**src/pkg/thermo_defines.svh**
```systemverilog
/*
   Constants of the thermocouple input channel link: register indices,
   reset values, control and status byte fields, the frame divider and
   the controller's own Avalon register map.
   Assumes it is included by its bare name; the guard makes repeat inclusion harmless.
*/
`ifndef THERMO_DEFINES_SVH
`define THERMO_DEFINES_SVH

// Number of channels carried in one process image.
`define NUM_CH 2
// Width of a channel index.
`define CH_IDX_W 1

// Register indices selected by the six-bit address field.
`define REG_TYPE_CODE 6'h08
`define REG_OFFSET_COMP 6'h11
`define REG_GAIN_COMP 6'h12
`define REG_REF_GAIN 6'h15
`define REG_CODE_WORD 6'h1f
`define REG_FEATURE 6'h20

// Reset values of the device registers.
`define RST_FEATURE 16'h1006
`define RST_OFFSET 16'h0000
`define RST_GAIN 16'h0100
`define RST_REF_GAIN 16'h0100
`define RST_CODE_WORD 16'h0000
// Code word value that opens the compensation registers for writing.
`define UNLOCK_VALUE 16'h1235
// Feature bit that selects manufacturer scaling.
`define FEAT_MFR_SCALE 1

// Control byte fields.
`define CTRL_REG_BIT 7
`define CTRL_WRITE_BIT 6
// Status byte fields.
`define STAT_ERR_BIT 6
`define STAT_OVER_BIT 1
`define STAT_UNDER_BIT 0

// Reference clock cycles between two output image frames.
`define FRAME_DIV 8'd16

// Controller register byte offsets on the Avalon bus.
`define AV_CMD 5'h00
`define AV_WDATA 5'h04
`define AV_STATUS 5'h08
`define AV_CFG 5'h0c
`define AV_IRQ_STAT 5'h10
`define AV_IRQ_MASK 5'h14
`define AV_PDATA0 5'h18
`define AV_PDATA1 5'h1c
// Command register fields.
`define CMD_WRITE_BIT 6
`define CMD_CHAN_BIT 8
`define CMD_START_BIT 31
// Interrupt status layout: done first, then one error bit per channel.
`define IRQ_W 3
`define IRQ_DONE 0
`define IRQ_ERR0 1

`endif

```
**src/pkg/thermo_pkg.sv**
```systemverilog
/*
   Types and byte-placement helpers shared by both ends of the link.
   Assumes the defines header sits beside it on the include path.
*/
`include "thermo_defines.svh"

package thermo_pkg;

   // One process image byte.
   typedef logic [7:0] byte_t;
   // One channel slot: head byte at index 0, then three more bytes.
   typedef byte_t [3:0] slot_t;
   // A whole process image, one slot per channel.
   typedef slot_t [`NUM_CH-1:0] image_t;
   // One 16-bit word per channel.
   typedef logic [`NUM_CH-1:0][15:0] word_arr_t;
   // Controller command state.
   typedef enum logic [0:0] {
      st_idle = 1'b0,
      st_wait = 1'b1
   } ctl_state_t;

   // Recovers the 16-bit value that follows the head byte of a slot.
   function automatic logic [15:0] slot_data(input slot_t s, input logic align,
                                             input logic big_end);
      byte_t first;
      byte_t second;
      first = align ? s[2] : s[1];
      second = align ? s[3] : s[2];
      return big_end ? {first, second} : {second, first};
   endfunction : slot_data

endpackage : thermo_pkg

```
**src/pkg/thermo_link_if.sv**
```systemverilog
/*
   Process image link between the bus coupler side and the input channels.
   Assumes both ends run on the same clock; no clock travels here.
*/
`timescale 1ns/1ps

interface thermo_link_if;
   import thermo_pkg::*;

   // Output image from the coupler, valid for one cycle with out_valid.
   image_t out_image;
   logic out_valid;
   // Coupler mapping choices: word alignment and big-endian order.
   logic align;
   logic big_end;
   // Input image from the channels, valid for one cycle with in_valid.
   image_t in_image;
   logic in_valid;

   // The channel end.
   modport dev (
      input out_image, out_valid, align, big_end,
      output in_image, in_valid
   );

   // The coupler end.
   modport ctl (
      output out_image, out_valid, align, big_end,
      input in_image, in_valid
   );

endinterface : thermo_link_if

```
**src/rtl/chan_slot_packer.sv**
```systemverilog
/*
   Places a head byte and a 16-bit value into one channel slot.
   Assumes the caller registers the slot; this is pure logic.
*/
`timescale 1ns/1ps

module chan_slot_packer
   import thermo_pkg::*;
(
   input wire byte_t head_i,
   input wire logic [15:0] word_i,
   input wire logic align_i,
   input wire logic big_end_i,
   output slot_t slot_o
);

   // Byte that lands at the lower address, and the one after it.
   byte_t first;
   byte_t second;

   // Big-endian puts the high byte first, otherwise the low byte.
   always_comb begin
      first = big_end_i ? word_i[15:8] : word_i[7:0];
      second = big_end_i ? word_i[7:0] : word_i[15:8];
   end

   // Head byte always first; aligned slots leave a reserved zero byte after it.
   always_comb begin
      slot_o[0] = head_i;
      if (align_i) begin
         slot_o[1] = 8'h00;
         slot_o[2] = first;
         slot_o[3] = second;
      end else begin
         slot_o[1] = first;
         slot_o[2] = second;
         slot_o[3] = 8'h00;
      end
   end

endmodule : chan_slot_packer

```
**src/rtl/thermo_ctl_end.sv**
```systemverilog
/*
   Coupler end of the thermocouple input link: sends output frames at a
   fixed rate, runs one register command at a time and collects process
   data. Software reaches it over an Avalon-MM slave with waitrequest.
   Assumes the channel end answers each frame on the same clock.
*/
// Register access over Avalon-MM was decided locally.
`timescale 1ns/1ps

module thermo_ctl_end
   import thermo_pkg::*;
(
   input wire logic ref_clk_i,
   input wire logic rst_i,
   input wire logic [4:0] av_address_i,
   input wire logic av_read_i,
   input wire logic av_write_i,
   input wire logic [31:0] av_writedata_i,
   output logic [31:0] av_readdata_o,
   output logic av_waitrequest_o,
   output logic irq_o,
   thermo_link_if.ctl link
);

   // Command fields; all but the write data are held while a command runs.
   ctl_state_t state;
   logic [5:0] cmd_addr;
   logic cmd_write;
   logic [`CH_IDX_W-1:0] cmd_chan;
   logic [15:0] cmd_wdata;
   // Answer of the last command.
   byte_t last_stat;
   logic [15:0] rdata;
   // Mapping choices handed to the link.
   logic align;
   logic big_end;
   // Interrupt status and mask.
   logic [`IRQ_W-1:0] irq_stat;
   logic [`IRQ_W-1:0] irq_mask;
   logic [`IRQ_W-1:0] irq_set;
   // Latest process data per channel: status byte and value.
   byte_t [`NUM_CH-1:0] p_stat;
   word_arr_t p_data;
   // Frame divider and its one-cycle enable.
   logic [7:0] div_cnt;
   wire logic tick = (div_cnt == `FRAME_DIV - 8'd1);
   // Slots to be sent.
   image_t next_out;
   // Bus access taken at this edge.
   wire logic acc = (av_read_i | av_write_i) & ~av_waitrequest_o;
   wire logic wr_acc = av_write_i & ~av_waitrequest_o;
   // Answer that completes the command: address with bit 7 set.
   wire byte_t ack_stat = {2'b10, cmd_addr};
   wire logic done = (state == st_wait) && link.in_valid &&
                     link.in_image[cmd_chan][0] == ack_stat;

   // Frame rate divider.
   always_ff @(posedge ref_clk_i) begin
      if (rst_i) begin
         div_cnt <= 8'h00;
      end else begin
         div_cnt <= tick ? 8'h00 : div_cnt + 8'h01;
      end
   end

   // Only the commanded channel carries register mode; others send zero.
   genvar c;
   generate
      for (c = 0; c < `NUM_CH; c++) begin : g_ch
         wire logic sel = (state == st_wait) && (cmd_chan == c);
         chan_slot_packer u_pack (
            .head_i(sel ? {1'b1, cmd_write, cmd_addr} : 8'h00),
            .word_i(sel ? cmd_wdata : 16'h0000),
            .align_i(align),
            .big_end_i(big_end),
            .slot_o(next_out[c])
         );
      end
   endgenerate

   // Output frames leave on each divider tick.
   always_ff @(posedge ref_clk_i) begin
      if (rst_i) begin
         link.out_image <= '0;
         link.out_valid <= 1'b0;
      end else begin
         link.out_valid <= tick;
         if (tick) begin
            link.out_image <= next_out;
         end
      end
   end

   // Command engine; a start while busy is ignored.
   always_ff @(posedge ref_clk_i) begin
      if (rst_i) begin
         state <= st_idle;
         cmd_addr <= 6'h00;
         cmd_write <= 1'b0;
         cmd_chan <= '0;
         last_stat <= 8'h00;
         rdata <= 16'h0000;
      end else begin
         case (state)
            st_idle: begin
               if (wr_acc && av_address_i == `AV_CMD && av_writedata_i[`CMD_START_BIT]) begin
                  state <= st_wait;
                  cmd_addr <= av_writedata_i[5:0];
                  cmd_write <= av_writedata_i[`CMD_WRITE_BIT];
                  cmd_chan <= av_writedata_i[`CMD_CHAN_BIT];
               end
            end
            st_wait: begin
               // The access only ends once the acknowledgement comes back.
               if (done) begin
                  state <= st_idle;
                  last_stat <= link.in_image[cmd_chan][0];
                  rdata <= slot_data(link.in_image[cmd_chan], align, big_end);
               end
            end
            default: state <= st_idle;
         endcase
      end
   end

   // Software registers: write data, mapping choices and interrupt mask.
   always_ff @(posedge ref_clk_i) begin
      if (rst_i) begin
         cmd_wdata <= 16'h0000;
         align <= 1'b0;
         big_end <= 1'b0;
         irq_mask <= '0;
      end else if (wr_acc) begin
         case (av_address_i)
            `AV_WDATA: cmd_wdata <= av_writedata_i[15:0];
            `AV_CFG: begin
               align <= av_writedata_i[0];
               big_end <= av_writedata_i[1];
            end
            `AV_IRQ_MASK: irq_mask <= av_writedata_i[`IRQ_W-1:0];
            default: ;
         endcase
      end
   end

   // The channel end reads the mapping choices straight from these flops.
   assign link.align = align;
   assign link.big_end = big_end;

   // Process data of channels not busy with a register command.
   always_ff @(posedge ref_clk_i) begin
      if (rst_i) begin
         p_stat <= '0;
         p_data <= '0;
      end else if (link.in_valid) begin
         for (int i = 0; i < `NUM_CH; i++) begin
            if (!link.in_image[i][0][7]) begin
               p_stat[i] <= link.in_image[i][0];
               p_data[i] <= slot_data(link.in_image[i], align, big_end);
            end
         end
      end
   end

   // Events: command done and a channel error seen in process data.
   always_comb begin
      irq_set = '0;
      irq_set[`IRQ_DONE] = done;
      for (int i = 0; i < `NUM_CH; i++) begin
         irq_set[`IRQ_ERR0 + i] = link.in_valid & ~link.in_image[i][0][7] &
                                  link.in_image[i][0][`STAT_ERR_BIT];
      end
   end

   // Sticky status, write one to clear; a new event beats the clear.
   always_ff @(posedge ref_clk_i) begin
      if (rst_i) begin
         irq_stat <= '0;
         irq_o <= 1'b0;
      end else begin
         if (wr_acc && av_address_i == `AV_IRQ_STAT) begin
            irq_stat <= (irq_stat & ~av_writedata_i[`IRQ_W-1:0]) | irq_set;
         end else begin
            irq_stat <= irq_stat | irq_set;
         end
         irq_o <= |(irq_stat & irq_mask);
      end
   end

   // One wait state: waitrequest drops for one cycle with read data ready.
   always_ff @(posedge ref_clk_i) begin
      if (rst_i) begin
         av_waitrequest_o <= 1'b1;
         av_readdata_o <= 32'h0000_0000;
      end else begin
         av_waitrequest_o <= ~((av_read_i | av_write_i) & av_waitrequest_o);
         if (av_read_i && av_waitrequest_o) begin
            case (av_address_i)
               `AV_CMD: av_readdata_o <= {23'h000000, cmd_chan, 1'b0, cmd_write, cmd_addr};
               `AV_WDATA: av_readdata_o <= {16'h0000, cmd_wdata};
               `AV_STATUS: av_readdata_o <= {rdata, last_stat, 7'h00, state == st_wait};
               `AV_CFG: av_readdata_o <= {30'h00000000, big_end, align};
               `AV_IRQ_STAT: av_readdata_o <= {29'h00000000, irq_stat};
               `AV_IRQ_MASK: av_readdata_o <= {29'h00000000, irq_mask};
               `AV_PDATA0: av_readdata_o <= {8'h00, p_stat[0], p_data[0]};
               `AV_PDATA1: av_readdata_o <= {8'h00, p_stat[1], p_data[1]};
               default: av_readdata_o <= 32'h0000_0000;
            endcase
         end
      end
   end

endmodule : thermo_ctl_end

```
**src/flat_wrapper.sv**
```systemverilog
// flat-port wrapper written by rule: the top's interface ports become plain ports
module thermo_ctl_end_flat import thermo_pkg::*;
  (ref_clk_i, rst_i, av_address_i, av_read_i, av_write_i, av_writedata_i, av_readdata_o, av_waitrequest_o, irq_o, link_out_image, link_out_valid, link_align, link_big_end, link_in_image, link_in_valid);
  thermo_link_if link_i ();
  input wire logic ref_clk_i;
  input wire logic rst_i;
  input wire logic [4:0] av_address_i;
  input wire logic av_read_i;
  input wire logic av_write_i;
  input wire logic [31:0] av_writedata_i;
  output logic [31:0] av_readdata_o;
  output logic av_waitrequest_o;
  output logic irq_o;
  output wire logic [$bits(link_i.out_image)-1:0] link_out_image;
  output wire logic [$bits(link_i.out_valid)-1:0] link_out_valid;
  output wire logic [$bits(link_i.align)-1:0] link_align;
  output wire logic [$bits(link_i.big_end)-1:0] link_big_end;
  input wire logic [$bits(link_i.in_image)-1:0] link_in_image;
  input wire logic [$bits(link_i.in_valid)-1:0] link_in_valid;
  assign link_out_image = link_i.out_image;
  assign link_out_valid = link_i.out_valid;
  assign link_align = link_i.align;
  assign link_big_end = link_i.big_end;
  assign link_i.in_image = link_in_image;
  assign link_i.in_valid = link_in_valid;
  thermo_ctl_end u_core (.ref_clk_i(ref_clk_i), .rst_i(rst_i), .av_address_i(av_address_i), .av_read_i(av_read_i), .av_write_i(av_write_i), .av_writedata_i(av_writedata_i), .av_readdata_o(av_readdata_o), .av_waitrequest_o(av_waitrequest_o), .irq_o(irq_o), .link(link_i));
endmodule
```
**config.mk**
```make
export PLATFORM = sky130hd
export DESIGN_NAME = thermo_ctl_end_flat
export DESIGN_NICKNAME = d
export VERILOG_FILES = /design/src/pkg/thermo_pkg.sv /design/src/pkg/thermo_link_if.sv /design/src/rtl/chan_slot_packer.sv /design/src/rtl/thermo_ctl_end.sv /design/src/flat_wrapper.sv
export VERILOG_INCLUDE_DIRS = /design/src /design/src/pkg
export SDC_FILE = /design/constraint.sdc
export NUM_CORES = 1
export LEC_CHECK = 0
export ABC_AREA = 1
export BUFFER_PORTS_ARGS = -buffer_cell sky130_fd_sc_hd__buf_2
export CORE_ASPECT_RATIO = 1.75
export CORE_MARGIN = 1.5
export CORE_UTILIZATION = 40
export DETAILED_ROUTE_END_ITERATION = 8
export SYNTH_ARGS = -nofsm -noshare
export SYNTH_HDL_FRONTEND = slang
export SYNTH_HIERARCHICAL = 1
export SYNTH_SLANG_ARGS = --single-unit
export TNS_END_PERCENT = 50
```
**constraint.sdc**
```tcl
create_clock -name ref_clk_i -period 2.9 [get_ports ref_clk_i]
set_input_delay 0 -clock ref_clk_i [delete_from_list [all_inputs] [get_ports ref_clk_i]]
set_output_delay 0 -clock ref_clk_i [all_outputs]
set_load 0.005 [all_outputs]
```
==> flow_summary_export.csv <==
group,metric,value,unit
layout,nets,2077,
sta,finalCritPeriodShare,85.8,%
sta,hold_viol,0,
critical_path,cp_slowest_cell,"dlygate4sd3_1",
pwr,switching_share,23.4,%
pwr,ir_worst_vdd,0.460,mV
sta,finalClockSkew,0.0194,ns
floorplan,die_h,223,um
clock_tree,numCtsBuffers,21,
sta,maxSlewHeadroom,47.6,%
pwr,netSwitchingPower,1.52,mW
synth,avgSynthCellArea,6.26,um2
critical_path,critPathMaxStageDelay,0.58,ns
critical_path,end_kind,"flop",
sta,fmax,402,MHz
sta,whs,0.0190,ns
critical_path,worstSetupPathType,"reg -> reg",
layout,finalInstanceArea,13700,um2
clock_tree,cts_tree,"built",
grt,grt_pass1_wl,58.1,mm
clock_tree,path_clk_slew,0.06,ns
grt,antenna_found_initial,0,
pwr,powerDensity,474,nW/um2
critical_path,cpLargestDelayFamily,"buffers and inverters",
critical_path,critPathLaunchType,"flop",
pwr,power_leakage,6.63,nW
clock_tree,clkSinkCount,210,
synth,yosysWarnings,6,
critical_path,arrival,2.94,ns
floorplan,start_util,40.7,%
clock_tree,clk_path_buf_depth,3,
critical_path,required,3.36,ns
drt,ant_nets,0,
grt,grtUsageTotal,25.6,%
floorplan,core,27200,um2
drt,remaining_drc_errors,0,
drt,vias,11800,
synth,yosysSeqAreaShare,37.9,%
job,cap_violations,0,
grt,grt_overflow,0,
clock_tree,clk_latency,0.52,ns
floorplan,io_pins,207,
grt,grt_max_degree,85,
synth,ys_ff_latch,210,
place,gp_congestion,0.891,
place,post-place-ws,0.669,ns
layout,diodes,0,
floorplan,rows,80,
drt,avgViaCountPerCell,5.02,
layout,drive_gt1_share,14.9,%
synth,syn_nets,1876,
clock_tree,h-tree-depth,1,
clock_tree,cts-resized-gates,0,
drt,wl_per_cell,15.6,um
sta,post-route-min-period,2.49,ns
sta,rsz0062_at_grt,"no",
pwr,p_int,4.98,mW
place,placed_area,12100,um2
place,hpwlAfterDp,27.0,mm
sta,worst_slack,0.412,ns
grt,grt_pass1_vias,11400,
drt,dr.first_iter.drc_count,709,
floorplan,die_w,129,um
drt,wirelength,36.8,mm
worst_hold_path,min_path_type,"in -> reg",
synth,synth_cell_types,28,
synth,synth.cell_area,11100,um2
synth,syn_inst,1769,
pwr,p_seq_share,45.8,%
drt,dr.pass1.iters,7,
pwr,p_clk_share,45.6,%
critical_path,cp_common_cell,"nand2_1",
critical_path,path_max_fanout,49,
floorplan,die_area,28700,um2
run_status,outcome,"completed",
layout,area_delta_synth_final,23.9,%
critical_path,worstPathCellList,"inv_1 -> buf_4 -> nand2_1 -> nand2_1 -> nand2_1 -> nand3_1 -> dlygate4sd3_1 -> o211ai_1 -> dlygate4sd3_1 -> inv_1",
clock_tree,cts-root-buf,"clkbuf_16",
sta,tns,0,ns
pwr,p_comb_share,8.6,%
sta,finalSetupViolations,0,
place,port_buffers,191,
sta,worst_pin_slew,0.783,ns
critical_path,crit_buf_inv,5,
sta,drv_slew,0,
[path summary, 6_finish.rpt]
path	cells after the start	end	start	slack, ns
max	10	u_core/p_data[25]	u_core/link.align	0.41
min	4	u_core/div_cnt[5]	rst_i	0.02
max reg2reg	10	u_core/p_data[25]	u_core/link.align	0.41
min reg2reg	2	u_core/last_stat[6]	u_core/last_stat[6]	0.45
[metal layers]
layer  part of all wire (%)  GRT usage (%)  up-vias
li1                       -              -     5988
met1                     38           27.5     5380
met2                     52           47.8      365
met3                    4.2           2.33       94
met4                    5.8           14.6        0
met5                      0              0        -
[kinds of logic after synthesis]
group / Yosys count / share of synthesized area [%]
xor gates and xnor gates: 3 / 0.237
adders and majority gates: 1 / 0.113
AOI/OAI and AO/OA: 198 / 9.79
and+or+nand+nor: 1087 / 41.2
DFF: 210 / 37.9
buffers and inverters: 270 / 10.8
[tightest hold or removal path, delay by kind of cell]
family / cells / cell delay, ns
buffers and inverters: 3 / 0.32
and+or+nand+nor: 1 / 0.14
[placed cells by master, fill, tap and decap left out, drive strengths merged, types with 34 or more instances in the layout]
master,instances
nor2,169
o211ai,34
a21oi,75
dfxtp,210
o21ai,85
dlygate4sd3,87
nand2,661
nand3,221
buf,218
inv,143
[state kept, by name, summed over array words and instances, names as in the netlist, 3 cells and up]
register and flops:
u_core/av_readdata_o 32, u_core/cmd_addr 6, u_core/cmd_wdata 16, u_core/div_cnt 8, u_core/irq_mask 3, u_core/irq_stat 3, u_core/last_stat 8, u_core/link.out_image 64
u_core/p_data 32, u_core/p_stat 14, u_core/rdata 16
[what timing repair did]
item | in CTS | in global routing
hold buffers | 87 | 0
setup buffers | 0 | 0
endpoints found under the hold margin | 72 | 0
[final cells by class]
class / count / area (um2)
Clock buffer: 29 / 596
Clock inverter: 9 / 151
Fill cell: 2898 / 13500
Inverter: 143 / 546
Multi-Input combinational cell: 1289 / 5690
Sequential cell: 210 / 4210
Tap cell: 369 / 462
Timing Repair Buffer: 305 / 2080
[cells in the mapped netlist]
library cell  count  share of area (%)
nor3_1            1              0.045
nor2_1          163                5.5
ha_1              1               0.11
nand2_2          22                1.2
nand2_1         639                 22
o21ai_2           1              0.079
o21ai_0          84                3.8
clkinv_2          1              0.045
a21oi_1          75                3.4
xor2_1            3               0.24
inv_4             2               0.11
o22ai_1           4               0.23
clkbuf_1         60                2.0
inv_2             3               0.10
nand3_1         220                9.9
nor2_2            3               0.17
buf_6            10                1.0
nand3b_1         19                1.3
o211ai_1         34                2.3
nand3_2           1              0.090
inv_1           137                4.6
buf_2            21               0.95
buf_1            17               0.58
nor2_4            3               0.30
or2_2             1              0.057
nand4_1          15               0.85
dfxtp_1         210                 38
buf_4            19                1.3
[through the flow]
step	utilization, %	cells	total power, mW
floorplan	-	1769	3.30
global placement	44.5	2229	3.50
detailed placement	44.5	2229	3.51
CTS	50.4	2354	6.57
global route	50.4	2354	6.73
finish	50.4	2354	6.50
[power by group through the flow]
stage	Clock [mW]	Sequential, mW	Combinational, mW
floorplan	0	3.03	0.267
global placement	0	3.04	0.460
detailed placement	0	3.04	0.465
CTS	3.04	2.98	0.558
global route	3.12	2.98	0.626
finish	2.96	2.98	0.562
No activity file was read; power rests on OpenSTA's default activity.
